===== config.mk =====
export PLATFORM = sky130hd
export DESIGN_NAME = uhbp_top
export DESIGN_NICKNAME = d
export VERILOG_FILES = /design/src/hw/uhbp_pkg.sv /design/src/hw/uhbp_host_if.sv /design/src/hw/uhbp_serial.sv /design/src/hw/uhbp_sync.sv /design/src/hw/uhbp_top.sv
export SDC_FILE = /design/constraint.sdc
export NUM_CORES = 1
export LEC_CHECK = 0
export ABC_AREA = 1
export BUFFER_PORTS_ARGS = -buffer_cell sky130_fd_sc_hd__buf_2
export CELL_PAD_IN_SITES_DETAIL_PLACEMENT = 2
export CELL_PAD_IN_SITES_GLOBAL_PLACEMENT = 2
export CORE_MARGIN = 2
export CORE_UTILIZATION = 40
export CTS_CLUSTER_SIZE = 40
export DETAILED_ROUTE_END_ITERATION = 16
export GPL_TIMING_DRIVEN = 0
export MAX_ROUTING_LAYER = met4
export PLACE_DENSITY = 0.9
export SYNTH_ARGS = -nofsm -noshare
export SYNTH_HDL_FRONTEND = slang
export SYNTH_SLANG_ARGS = --single-unit

===== constraint.sdc =====
create_clock -name mclk_in -period 14.15 [get_ports mclk_in]
set_input_delay 2.1225 -clock mclk_in [delete_from_list [all_inputs] [get_ports mclk_in]]
set_output_delay 2.1225 -clock mclk_in [all_outputs]
set_load 0.01 [all_outputs]

===== src/hw/uhbp_pkg.sv =====
package uhbp_pkg;
	// ==========================================================
	// Widths
	localparam int ADDR_W = 7;
	localparam int DATA_W = 8;
	localparam int IO_W   = 8;
	localparam int IRQ_N  = 11;
	localparam int COS_N  = 6;
	localparam int DIV_W  = 16;

	// ==========================================================
	// Timing
	localparam int CLK_HZ        = 10_000_000;
	localparam int BAUD_RST_RATE = 9600;
	localparam int BAUD_R1_RATE  = 19200;
	localparam int BAUD_R2_RATE  = 38400;
	localparam int BAUD_R3_RATE  = 115200;

	// ==========================================================
	// Register offsets
	localparam logic [ADDR_W-1:0] OFS_MODE      = 7'h00;
	localparam logic [ADDR_W-1:0] OFS_STATUS    = 7'h01;
	localparam logic [ADDR_W-1:0] OFS_BAUD      = 7'h02;
	localparam logic [ADDR_W-1:0] OFS_COMMAND   = 7'h03;
	localparam logic [ADDR_W-1:0] OFS_DATA      = 7'h04;
	localparam logic [ADDR_W-1:0] OFS_ISR_LO    = 7'h05;
	localparam logic [ADDR_W-1:0] OFS_ISR_HI    = 7'h06;
	localparam logic [ADDR_W-1:0] OFS_IMR_LO    = 7'h07;
	localparam logic [ADDR_W-1:0] OFS_IMR_HI    = 7'h08;
	localparam logic [ADDR_W-1:0] OFS_OPR       = 7'h09;
	localparam logic [ADDR_W-1:0] OFS_OUT_PORT_CONFIG_REG      = 7'h0a;
	localparam logic [ADDR_W-1:0] OFS_IO_IN     = 7'h0b;
	localparam logic [ADDR_W-1:0] OFS_VECTOR    = 7'h0c;
	localparam logic [ADDR_W-1:0] OFS_CT_RELOAD = 7'h0d;
	localparam logic [ADDR_W-1:0] OFS_CT_CTRL   = 7'h0e;

	// ==========================================================
	// Field positions
	localparam int CMD_RX_EN   = 0;
	localparam int CMD_TX_EN   = 1;
	localparam int CMD_LOOP    = 2;
	localparam int CMD_CLR_ERR = 3;
	localparam int CMD_PTR_RST = 4;
	localparam int ST_RXRDY    = 0;
	localparam int ST_TXRDY    = 1;
	localparam int ST_TXEMT    = 2;
	localparam int ST_OVERRUN  = 4;
	localparam int ST_FRAME    = 6;
	localparam int STB_CS      = 0;
	localparam int STB_WR      = 1;
	localparam int STB_RD      = 2;
	localparam int STB_IACK    = 3;

	// ==========================================================
	// Reset values
	localparam logic [DATA_W-1:0] MR1_RST    = 8'h13;
	localparam logic [DATA_W-1:0] MR2_RST    = 8'h07;
	localparam logic [DATA_W-1:0] VECTOR_RST = 8'h0f;
	localparam logic [IO_W-1:0]   IO_PREV_RST = 8'hff;
	localparam logic [1:0]        BAUD_RST   = 2'h0;
	localparam logic [11:0]       SYNC_RST   = 12'hfff;

	function automatic logic [DIV_W-1:0] baud_div(input logic [1:0] code);
		int rate;
		case (code)
			2'h1: rate = BAUD_R1_RATE;
			2'h2: rate = BAUD_R2_RATE;
			2'h3: rate = BAUD_R3_RATE;
			default: rate = BAUD_RST_RATE;
		endcase
		return DIV_W'(CLK_HZ / rate);
	endfunction
endpackage


===== src/hw/uhbp_host_if.sv =====
`timescale 1ns/1ns
interface uhbp_host_if;
	logic wr_rise;
	logic rd_fall;
	logic iack_fall;
	modport sync_mp (output wr_rise, rd_fall, iack_fall);
	modport core_mp (input wr_rise, rd_fall, iack_fall);
endinterface


===== src/hw/uhbp_serial.sv =====
`timescale 1ns/1ns
module uhbp_serial #(
	parameter int DW = 16
) (
	// Clock and reset
	input  wire logic          mclk_in,
	input  wire logic          reset_n_in,
	// Control
	input  wire logic [DW-1:0] bit_div_in,
	input  wire logic          tx_en_in,
	input  wire logic          rx_en_in,
	input  wire logic          loop_in,
	// Transmit side
	input  wire logic          tx_load_in,
	input  wire logic [7:0]    tx_data_in,
	output logic               tx_ready_out,
	output logic               serial_tx_out,
	// Receive side
	input  wire logic          serial_rx_in,
	output logic               rx_valid_out,
	output logic [7:0]         rx_data_out,
	output logic               rx_frame_err_out
);
	import uhbp_pkg::*;

	typedef struct packed {
		logic          tx_busy;
		logic [9:0]    tx_sh;
		logic [3:0]    tx_bits;
		logic [DW-1:0] tx_cnt;
		logic          tx_line;
		logic          rx_busy;
		logic [7:0]    rx_sh;
		logic [3:0]    rx_bits;
		logic [DW-1:0] rx_cnt;
		logic          rx_valid;
		logic [7:0]    rx_data;
		logic          rx_ferr;
	} uhbp_ser_t;

	uhbp_ser_t s_ff;
	uhbp_ser_t nxt_s;
	logic      int_line;
	logic      rx_line;

	// ==========================================================
	// Shifters, one bit per divider period
	always_comb begin
		nxt_s = s_ff;
		nxt_s.rx_valid = 1'b0;
		int_line = s_ff.tx_busy ? s_ff.tx_sh[0] : 1'b1;
		rx_line = loop_in ? int_line : serial_rx_in;
		if (!tx_en_in) begin
			nxt_s.tx_busy = 1'b0;
		end else if (!s_ff.tx_busy) begin
			if (tx_load_in) begin
				nxt_s.tx_busy = 1'b1;
				nxt_s.tx_sh = {1'b1, tx_data_in, 1'b0};
				nxt_s.tx_bits = 4'd10;
				nxt_s.tx_cnt = bit_div_in - 1'b1;
			end
		end else if (s_ff.tx_cnt == '0) begin
			nxt_s.tx_sh = {1'b1, s_ff.tx_sh[9:1]};
			nxt_s.tx_bits = s_ff.tx_bits - 1'b1;
			nxt_s.tx_cnt = bit_div_in - 1'b1;
			nxt_s.tx_busy = (s_ff.tx_bits != 4'd1);
		end else begin
			nxt_s.tx_cnt = s_ff.tx_cnt - 1'b1;
		end
		// Loopback keeps the pin at mark and feeds the receiver.
		nxt_s.tx_line = (loop_in || !tx_en_in) ? 1'b1
			: (nxt_s.tx_busy ? nxt_s.tx_sh[0] : 1'b1);
		if (!rx_en_in) begin
			nxt_s.rx_busy = 1'b0;
		end else if (!s_ff.rx_busy) begin
			if (!rx_line) begin
				nxt_s.rx_busy = 1'b1;
				nxt_s.rx_bits = 4'd0;
				nxt_s.rx_cnt = bit_div_in >> 1;
			end
		end else if (s_ff.rx_cnt != '0) begin
			nxt_s.rx_cnt = s_ff.rx_cnt - 1'b1;
		end else begin
			nxt_s.rx_cnt = bit_div_in - 1'b1;
			nxt_s.rx_bits = s_ff.rx_bits + 1'b1;
			if (s_ff.rx_bits == 4'd0) begin
				nxt_s.rx_busy = !rx_line;
			end else if (s_ff.rx_bits == 4'd9) begin
				nxt_s.rx_busy = 1'b0;
				nxt_s.rx_valid = 1'b1;
				nxt_s.rx_data = s_ff.rx_sh;
				nxt_s.rx_ferr = !rx_line;
			end else begin
				nxt_s.rx_sh = {rx_line, s_ff.rx_sh[7:1]};
			end
		end
	end

	always_ff @(posedge mclk_in or negedge reset_n_in) begin
		if (!reset_n_in) begin
			s_ff <= '{tx_line: 1'b1, default: '0};
		end else begin
			s_ff <= nxt_s;
		end
	end

	assign tx_ready_out = tx_en_in && !s_ff.tx_busy;
	assign serial_tx_out = s_ff.tx_line;
	assign rx_valid_out = s_ff.rx_valid;
	assign rx_data_out = s_ff.rx_data;
	assign rx_frame_err_out = s_ff.rx_ferr;

	mark_when_idle_a: assert property (
		@(posedge mclk_in) disable iff (!reset_n_in)
		(!tx_en_in || loop_in) |=> serial_tx_out)
		else $error("Transmit line left mark while idle.");
endmodule // uhbp_serial


===== src/hw/uhbp_sync.sv =====
`timescale 1ns/1ns
module uhbp_sync (
	// Clock and reset
	input  wire logic       mclk_in,
	input  wire logic       reset_n_in,
	// Raw strobes: cs, wr, rd, iack
	input  wire logic [3:0] strobe_n_in,
	// Synchronised view
	uhbp_host_if.sync_mp    hif_out
);
	import uhbp_pkg::*;

	typedef struct packed {
		logic [3:0] meta;
		logic [3:0] sync;
		logic [3:0] prev;
	} uhbp_sync_t;

	uhbp_sync_t s_ff;
	uhbp_sync_t nxt_s;

	// ==========================================================
	// Two-stage synchroniser with edge history
	always_comb begin
		nxt_s.meta = strobe_n_in;
		nxt_s.sync = s_ff.meta;
		nxt_s.prev = s_ff.sync;
	end

	always_ff @(posedge mclk_in or negedge reset_n_in) begin
		if (!reset_n_in) begin
			s_ff <= SYNC_RST;
		end else begin
			s_ff <= nxt_s;
		end
	end

	// One pulse per edge, so each strobe commits once.
	assign hif_out.wr_rise   = s_ff.sync[STB_WR] && !s_ff.prev[STB_WR]
		&& !s_ff.prev[STB_CS];
	assign hif_out.rd_fall   = !s_ff.sync[STB_RD] && s_ff.prev[STB_RD]
		&& !s_ff.sync[STB_CS];
	assign hif_out.iack_fall = !s_ff.sync[STB_IACK]
		&& s_ff.prev[STB_IACK];

	one_write_pulse_a: assert property (
		@(posedge mclk_in) disable iff (!reset_n_in)
		hif_out.wr_rise |=> !hif_out.wr_rise)
		else $error("Write strobe gave two commits.");
endmodule // uhbp_sync


===== src/hw/uhbp_top.sv =====
// What this block does
// - Strobe-style bus works only while the style select input is high.
// - Host exchanges bytes over an eight-bit three-state bus, bit 0 least.
// - Register transfers only while chip select is low; bus released while it and interrupt acknowledge are high.
// - Chip select and write strobe low load data, committed at strobe rise.
// - Chip select and read strobe low drive the register; read starts at fall.
// - A seven-bit address picks the register or port accessed.
// - Reset clears status, masks, interrupt status, out port and its config.
// - Reset turns all eight I/O pins to inputs and halts the timer.
// - Reset idles the channel at mark, points at first mode, 9600 8N1.
// - Interrupt request pulls low while any of eleven masked sources is true.
// - Interrupt acknowledge low puts the interrupt vector on the data bus.
// - Receive data arrives least significant bit first, mark high.
// - Transmit least significant bit first; mark when disabled, idle, loopback.
`timescale 1ns/1ns
module uhbp_top (
	// Clock and reset
	input  wire logic                         mclk_in,
	input  wire logic                         reset_n_in,
	input  wire logic                         host_reset_in,
	// Host bus
	input  wire logic                         bus_style_select_in,
	input  wire logic                         chip_select_n_in,
	input  wire logic                         write_strobe_n_in,
	input  wire logic                         read_strobe_n_in,
	input  wire logic [uhbp_pkg::ADDR_W-1:0]  addr_in,
	input  wire logic [uhbp_pkg::DATA_W-1:0]  data_in,
	output logic      [uhbp_pkg::DATA_W-1:0]  data_out,
	output logic                              data_oe_out,
	// Interrupt handshake
	input  wire logic                         interrupt_ack_n_in,
	output logic                              interrupt_request_n_out,
	output logic                              interrupt_request_n_oe_out,
	// Serial line
	input  wire logic                         serial_rx_in,
	output logic                              serial_tx_out,
	// General-purpose pins
	input  wire logic [uhbp_pkg::IO_W-1:0]    io_in,
	output logic      [uhbp_pkg::IO_W-1:0]    io_out,
	output logic      [uhbp_pkg::IO_W-1:0]    io_oe_out
);
	import uhbp_pkg::*;

	typedef struct packed {
		logic [DATA_W-1:0] mode1;
		logic [DATA_W-1:0] mode2;
		logic              mr_ptr;
		logic [1:0]        baud;
		logic              rx_en;
		logic              tx_en;
		logic              loop;
		logic [IRQ_N-1:0]  interrupt_mask_reg;
		logic [COS_N-1:0]  cos;
		logic              ct_evt;
		logic [DATA_W-1:0] out_port_value_reg;
		logic [DATA_W-1:0] out_port_config_reg;
		logic [DATA_W-1:0] vector;
		logic [DATA_W-1:0] ct_reload;
		logic              ct_run;
		logic [15:0]       ct_cnt;
		logic [DATA_W-1:0] rx_hold;
		logic              rx_rdy;
		logic              overrun;
		logic              frame;
		logic [IO_W-1:0]   io_prev;
		logic [DATA_W-1:0] wr_data;
		logic [ADDR_W-1:0] wr_addr;
		logic [DATA_W-1:0] rd_data;
		logic              irq;
	} uhbp_core_t;

	localparam uhbp_core_t CORE_RST = '{
		mode1: MR1_RST,
		mode2: MR2_RST,
		baud: BAUD_RST,
		vector: VECTOR_RST,
		io_prev: IO_PREV_RST,
		default: '0
	};

	uhbp_core_t        s_ff;
	uhbp_core_t        nxt_s;
	uhbp_host_if       hif ();
	logic              tx_ready;
	logic              tx_load;
	logic              rx_valid;
	logic [7:0]        rx_data;
	logic              rx_ferr;
	logic [IRQ_N-1:0]  isr_vec;
	logic [DATA_W-1:0] status_val;
	logic [DATA_W-1:0] rd_val;
	logic [IRQ_N-1:0]  isr_clr;
	logic              active;

	// ==========================================================
	// Strobe synchroniser and serial channel
	uhbp_sync u_sync (
		.mclk_in     (mclk_in),
		.reset_n_in  (reset_n_in),
		.strobe_n_in ({interrupt_ack_n_in, read_strobe_n_in,
			write_strobe_n_in, chip_select_n_in}),
		.hif_out     (hif.sync_mp)
	);

	uhbp_serial #(
		.DW (DIV_W)
	) u_serial (
		.mclk_in          (mclk_in),
		.reset_n_in       (reset_n_in),
		.bit_div_in       (baud_div(s_ff.baud)),
		.tx_en_in         (s_ff.tx_en),
		.rx_en_in         (s_ff.rx_en),
		.loop_in          (s_ff.loop),
		.tx_load_in       (tx_load),
		.tx_data_in       (s_ff.wr_data),
		.tx_ready_out     (tx_ready),
		.serial_tx_out    (serial_tx_out),
		.serial_rx_in     (serial_rx_in),
		.rx_valid_out     (rx_valid),
		.rx_data_out      (rx_data),
		.rx_frame_err_out (rx_ferr)
	);

	// ==========================================================
	// Read view of the registers
	assign active = bus_style_select_in;
	assign isr_vec = {s_ff.cos, s_ff.ct_evt, s_ff.frame, s_ff.overrun,
		s_ff.rx_rdy, tx_ready};

	always_comb begin
		status_val = '0;
		status_val[ST_RXRDY] = s_ff.rx_rdy;
		status_val[ST_TXRDY] = tx_ready;
		status_val[ST_TXEMT] = tx_ready;
		status_val[ST_OVERRUN] = s_ff.overrun;
		status_val[ST_FRAME] = s_ff.frame;
	end

	always_comb begin
		case (addr_in)
			OFS_MODE: rd_val = s_ff.mr_ptr ? s_ff.mode2 : s_ff.mode1;
			OFS_STATUS: rd_val = status_val;
			OFS_BAUD: rd_val = {6'h00, s_ff.baud};
			OFS_COMMAND: rd_val = {5'h00, s_ff.loop, s_ff.tx_en, s_ff.rx_en};
			OFS_DATA: rd_val = s_ff.rx_hold;
			OFS_ISR_LO: rd_val = isr_vec[7:0];
			OFS_ISR_HI: rd_val = {5'h00, isr_vec[IRQ_N-1:8]};
			OFS_IMR_LO: rd_val = s_ff.interrupt_mask_reg[7:0];
			OFS_IMR_HI: rd_val = {5'h00, s_ff.interrupt_mask_reg[IRQ_N-1:8]};
			OFS_OPR: rd_val = s_ff.out_port_value_reg;
			OFS_OUT_PORT_CONFIG_REG: rd_val = s_ff.out_port_config_reg;
			OFS_IO_IN: rd_val = io_in;
			OFS_VECTOR: rd_val = s_ff.vector;
			OFS_CT_RELOAD: rd_val = s_ff.ct_reload;
			OFS_CT_CTRL: rd_val = {7'h00, s_ff.ct_run};
			default: rd_val = '0;
		endcase
	end

	// ==========================================================
	// Next state
	always_comb begin
		nxt_s = s_ff;
		tx_load = 1'b0;
		isr_clr = '0;
		nxt_s.io_prev = io_in;
		// Data is captured while the strobe is low, since the bus may move
		// before the synchronised rising edge is seen.
		if (!chip_select_n_in && !write_strobe_n_in) begin
			nxt_s.wr_data = data_in;
			nxt_s.wr_addr = addr_in;
		end
		if (active && hif.wr_rise) begin
			case (s_ff.wr_addr)
				OFS_MODE: begin
					if (s_ff.mr_ptr) begin
						nxt_s.mode2 = s_ff.wr_data;
					end else begin
						nxt_s.mode1 = s_ff.wr_data;
					end
					nxt_s.mr_ptr = 1'b1;
				end
				OFS_BAUD: nxt_s.baud = s_ff.wr_data[1:0];
				OFS_COMMAND: begin
					nxt_s.rx_en = s_ff.wr_data[CMD_RX_EN];
					nxt_s.tx_en = s_ff.wr_data[CMD_TX_EN];
					nxt_s.loop = s_ff.wr_data[CMD_LOOP];
					if (s_ff.wr_data[CMD_CLR_ERR]) begin
						nxt_s.overrun = 1'b0;
						nxt_s.frame = 1'b0;
					end
					if (s_ff.wr_data[CMD_PTR_RST]) begin
						nxt_s.mr_ptr = 1'b0;
					end
				end
				OFS_DATA: tx_load = tx_ready;
				OFS_ISR_LO: isr_clr[7:4] = s_ff.wr_data[7:4];
				OFS_ISR_HI: isr_clr[IRQ_N-1:8] = s_ff.wr_data[2:0];
				OFS_IMR_LO: nxt_s.interrupt_mask_reg[7:0] = s_ff.wr_data;
				OFS_IMR_HI: nxt_s.interrupt_mask_reg[IRQ_N-1:8] = s_ff.wr_data[2:0];
				OFS_OPR: nxt_s.out_port_value_reg = s_ff.wr_data;
				OFS_OUT_PORT_CONFIG_REG: nxt_s.out_port_config_reg = s_ff.wr_data;
				OFS_VECTOR: nxt_s.vector = s_ff.wr_data;
				OFS_CT_RELOAD: nxt_s.ct_reload = s_ff.wr_data;
				OFS_CT_CTRL: begin
					nxt_s.ct_run = s_ff.wr_data[0];
					nxt_s.ct_cnt = {8'h00, s_ff.wr_data};
				end
				default: nxt_s.wr_addr = s_ff.wr_addr;
			endcase
		end
		if (active && hif.rd_fall) begin
			nxt_s.rd_data = rd_val;
			if (addr_in == OFS_DATA) begin
				nxt_s.rx_rdy = 1'b0;
			end
		end
		if (active && hif.iack_fall) begin
			nxt_s.rd_data = s_ff.vector;
		end
		nxt_s.ct_evt = s_ff.ct_evt && !isr_clr[4];
		nxt_s.cos = s_ff.cos & ~isr_clr[IRQ_N-1:5];
		// Events land after the clears so a same-cycle set survives.
		nxt_s.cos = nxt_s.cos | (io_in[COS_N-1:0] ^ s_ff.io_prev[COS_N-1:0]);
		if (s_ff.ct_run) begin
			if (s_ff.ct_cnt == '0) begin
				nxt_s.ct_cnt = {8'h00, s_ff.ct_reload};
				nxt_s.ct_evt = 1'b1;
			end else begin
				nxt_s.ct_cnt = s_ff.ct_cnt - 1'b1;
			end
		end
		if (rx_valid) begin
			if (nxt_s.rx_rdy) begin
				nxt_s.overrun = 1'b1;
			end else begin
				nxt_s.rx_hold = rx_data;
				nxt_s.rx_rdy = 1'b1;
				nxt_s.frame = nxt_s.frame || rx_ferr;
			end
		end
		nxt_s.irq = |(isr_vec & s_ff.interrupt_mask_reg);
		if (host_reset_in) begin
			nxt_s = CORE_RST;
			nxt_s.io_prev = io_in;
		end
	end

	always_ff @(posedge mclk_in or negedge reset_n_in) begin
		if (!reset_n_in) begin
			s_ff <= CORE_RST;
		end else begin
			s_ff <= nxt_s;
		end
	end

	// ==========================================================
	// Pins
	assign data_out = s_ff.rd_data;
	assign data_oe_out = active && ((!chip_select_n_in && !read_strobe_n_in)
		|| !interrupt_ack_n_in);
	assign interrupt_request_n_out = 1'b0;
	assign interrupt_request_n_oe_out = s_ff.irq;
	assign io_out = s_ff.out_port_value_reg;
	assign io_oe_out = host_reset_in ? '0 : s_ff.out_port_config_reg;

	// ==========================================================
	// Checks
	style_gate_a: assert property (
		@(posedge mclk_in) disable iff (!reset_n_in)
		!bus_style_select_in |-> !data_oe_out)
		else $error("Bus driven with strobe style off.");

	bus_release_a: assert property (
		@(posedge mclk_in) disable iff (!reset_n_in)
		(chip_select_n_in && interrupt_ack_n_in) |-> !data_oe_out)
		else $error("Data bus driven while deselected.");

	write_commit_a: assert property (
		@(posedge mclk_in) disable iff (!reset_n_in)
		(active && hif.wr_rise && s_ff.wr_addr == OFS_OPR
			&& !host_reset_in) |=> s_ff.out_port_value_reg == $past(s_ff.wr_data))
		else $error("Output port write not committed.");

	read_drive_a: assert property (
		@(posedge mclk_in) disable iff (!reset_n_in)
		(active && hif.rd_fall && !hif.iack_fall && !host_reset_in
			&& addr_in == OFS_IMR_LO)
		|=> data_out == $past(s_ff.interrupt_mask_reg[7:0]))
		else $error("Read returned wrong register.");

	reset_clear_a: assert property (
		@(posedge mclk_in) disable iff (!reset_n_in)
		host_reset_in |=> (s_ff.interrupt_mask_reg == '0 && s_ff.out_port_value_reg == '0
			&& s_ff.out_port_config_reg == '0 && !s_ff.overrun && !s_ff.ct_evt))
		else $error("Reset left a register set.");

	io_input_a: assert property (
		@(posedge mclk_in) disable iff (!reset_n_in)
		host_reset_in |-> (io_oe_out == '0) ##1 !s_ff.ct_run)
		else $error("Pins or timer active in reset.");

	reset_defaults_a: assert property (
		@(posedge mclk_in) disable iff (!reset_n_in)
		host_reset_in |=> (!s_ff.mr_ptr && s_ff.baud == BAUD_RST
			&& !s_ff.tx_en && !s_ff.rx_en) ##1 serial_tx_out)
		else $error("Channel defaults wrong after reset.");

	irq_level_a: assert property (
		@(posedge mclk_in) disable iff (!reset_n_in)
		((|(isr_vec & s_ff.interrupt_mask_reg)) && !host_reset_in)
		|=> interrupt_request_n_oe_out && !interrupt_request_n_out)
		else $error("Interrupt request not asserted.");

	ack_vector_a: assert property (
		@(posedge mclk_in) disable iff (!reset_n_in)
		(active && hif.iack_fall && !host_reset_in)
		|=> data_out == $past(s_ff.vector))
		else $error("Vector not placed on bus.");
endmodule // uhbp_top


==> results.json <==
{
  "status": "complete, no violations",
  "ys_types": 62,
  "grt_max_degree": 88,
  "cts_sinks": 213,
  "r2r-start": "s_ff[113]",
  "max_cap_violations": 0,
  "synthXorXnorAreaFrac": 0.0213,
  "cts_buffer_depth": 3,
  "nets": 2003,
  "cts_setup_buffers": 0,
  "synth_top_family_by_area": "simple AND/OR/NAND/NOR gates",
  "worst_pin_slew_ns": 1.10,
  "p_total_uw": 1710,
  "fin_setup_tns_ns": 0,
  "p_sw_uw": 549,
  "synth_commonest_cells": "nand2_1 (395), inv_1 (252), o21ai_0 (190), dfrtp_1 (184), nor2_1 (182)",
  "worst_hold_path.endpoint": "u_sync.nxt_s[2]",
  "worstPathMaxFanout": 13,
  "htree_levels": 1,
  "yosysSeqAreaShare": 0.395,
  "overflow": 0,
  "sw_frac_of_total": 0.322,
  "netlist_area_sq_mm": 0.0136,
  "period_needed_ns": 11.69,
  "yosysMostFrequentCell": "nand2_1",
  "rsz0062_at_grt": "no",
  "finalNonFillerCells": 2400,
  "syn_inst": 1842,
  "place_ws_ns": 2.81,
  "row_count": 67,
  "async_flop_share": 1.00,
  "clock.fmax_ghz": 0.0856,
  "slowest_stage": "clkbuf_1",
  "leakagePower_uw": 0.00739,
  "synth_area_leader_cell": "dfrtp_1",
  "gp_congestion": 0.941,
  "cts_hold_buffers": 0,
  "ant_nets": 0,
  "grt_pass1_vias": 16700,
  "synth_top_area_share": 0.339,
  "r2r_slack_ns": 2.46,
  "clkPwrFrac": 0.434,
  "critical_path_class": "register to register",
  "ir_drop_v": 0.000115,
  "antenna_found_initial": 0,
  "die_y_microns": 188,
  "synth_flop_cell": "dfrtp_1",
  "slew_headroom": 0.263,
  "clk_pin_slew_ns": 0.07,
  "synthSimpleGateAreaFrac": 0.266,
  "dr.pass1.iters": 5,
  "synth_edf_count": 0,
  "r2r-end": "u_serial.s_ff[14]",
  "p_per_area_mw_per_mm2": 111,
  "cts_resized": 0,
  "max_stage_delay_ns": 0.58,
  "startpoint": "s_ff[113]",
  "muxShareOfSynthArea": 0.00581,
  "finalHoldViolations": 0,
  "intPower_uw": 1160,
  "r2r_cells": 79,
  "dieArea_sq_mm": 0.0354,
  "worstSetupStartpointType": "register",
  "synthToLayoutAreaGrowth_pct": 13.6,
  "required_ns": 14.55,
  "seqPwrFrac": 0.415,
  "pwr-share-comb": 0.151,
  "gr-usage-all-layers": 0.389,
  "ioPinCount": 60,
  "fin_crit_sh": 0.826,
  "min_from": "u_sync.nxt_s[6]",
  "setup_viol": 0,
  "grt_pass1_wl_microns": 103000,
  "skew_ns": 0.0402,
  "dpl.hpwl_microns": 42900,
  "vias_per_cell": 6.11,
  "ys_warn_count": 0,
  "drcViolationCount": 0,
  "critPathCaptureType": "register",
  "synthAdderAreaFrac": 0.0378,
  "worstHoldPathCells": 0,
  "synth-seq-cells": 213,
  "drive_above_1_share": 0.122,
  "yosys-top-cells-area": "dfrtp_1 (34%), nand2_1 (11%), o21ai_0 (7.0%)",
  "hold_path.class": "register to register",
  "postSynthAreaPerCell_sq_um": 7.37,
  "setup_ws_ns": 2.46,
  "drt_iter0_drc": 1049,
  "clock_latency_ns": 0.57,
  "coreArea_sq_mm": 0.0334,
  "slew_violations": 0,
  "cts-root-buf": "clkbuf_16",
  "io_buffers": 57,
  "placedCellCount": 2350,
  "fin_hold_ws_ns": 0.355,
  "cp.arrival_ns": 12.09,
  "avgRoutedWirePerCell_microns": 27.6,
  "wl_microns": 66200,
  "die_w_microns": 188,
  "cts_tree": "yes",
  "crit_top_cell": "nand2_1",
  "synth_compound_area_frac": 0.171,
  "vias": 14700,
  "start_util": 0.406,
  "numCtsBuffers": 26
}
==> layout make-up <==
cell class | count | area [sq um]
Timing Repair Buffer | 59 | 350
Multi-Input combinational cell | 1293 | 6830
Inverter | 266 | 1000
Antenna cell | 2 | 5.00
Sequential cell | 213 | 5370
Buffer | 71 | 390
Tap cell | 448 | 561
Clock buffer | 35 | 744
Clock inverter | 13 | 176
Fill cell | 3801 | 18000
==> placed cells by master (no fill, tap or decap), types with 5 or more instances in the layout <==
master       n
nand4_1     17
o2111ai_1    6
o21ai_1      7
o211ai_1     9
a21oi_1     74
clkbuf_1    39
o31ai_1      7
xnor2_1      7
inv_2        8
o32ai_1      5
nand2_4      8
o22ai_1      9
nand3_2     11
nand2_1    395
o21ai_0    190
dfstp_2     29
a22o_1       6
buf_6        6
nand2_2     21
buf_2       62
mux2_2       7
inv_1      252
nor3_1      25
clkinv_1     5
nand3_1    127
ha_1        41
nor2_2       5
clkinv_2     6
dfrtp_1    184
clkbuf_16   26
buf_4       19
clkbuf_8     6
o221ai_1    10
xor2_1      26
a22oi_1     12
a221oi_1    17
a31oi_1     14
nor4_1       7
nor2_1     182
==> cell families after synthesis <==
logic type	count (synthesis)
xor gates and xnor gates	33
adders and majority gates	41
muxes	7
other	1
buffers and inverters	337
AOI/OAI and AO/OA	392
and+or+nand+nor	818
DFF	213
==> power by group through the flow <==
stage | logic [uW] | clock network [uW] | registers, uW
6_report | 257 | 740 | 709
5_1_grt | 280 | 760 | 712
4_1_cts | 252 | 742 | 706
3_5_place_dp | 229 | 0 | 709
3_3_place_gp | 208 | 0 | 704
2_1_floorplan | 146 | 0 | 694
==> state kept, by name, indices dropped and copies added (netlist names) <==
signal	count
s_ff	103
u_serial.s_ff	60
isr_vec	10
data_out	8
io_out	8
u_serial.rx_data_out	8
u_sync.nxt_s	8
u_sync.s_ff	4
interrupt_request_n_oe_out	1
u_serial.rx_frame_err_out	1
u_serial.rx_valid_out	1
u_serial.serial_tx_out	1
==> critical path, delay by kind of cell, from the launching register on <==
kind,cells,cell delay (ns)
fa+ha+maj,8,1.78
simple gates,40,4.33
compound gates,11,1.87
buf+inv,20,2.97
flops,1,0.55
==> per-stage QoR <==
step	util	instance area, sq um
after floorplan	-	13600
after global routing	0.461	15400
final	0.461	15400
after CTS	0.461	15400
after global placement	0.431	14400
after detailed placement	0.433	14500
==> routing by layer <==
metal | global-route usage | vias up | routed length, microns | share of wire
met5 | - | - | 0 | 0
met1 | 0.423 | 7497 | 25400 | 0.38
met4 | 0.227 | 0 | 4350 | 0.066
li1 | - | 6242 | - | -
met3 | 0.0490 | 293 | 3050 | 0.046
met2 | 0.684 | 626 | 33400 | 0.51
==> worst max-delay path by stage <==
stage / slack (ns) / depth (start not counted) / to
CTS: 2.61 / 79 / u_serial.s_ff[14]
global placement: 3.35 / 77 / u_serial.s_ff[14]
global route: 1.61 / 80 / u_serial.s_ff[14]
detailed placement: 2.81 / 79 / u_serial.s_ff[14]
floorplan: 5.70 / 77 / u_serial.s_ff[14]
finish: 2.46 / 79 / u_serial.s_ff[14]
(Power assumes the default switching activity.)
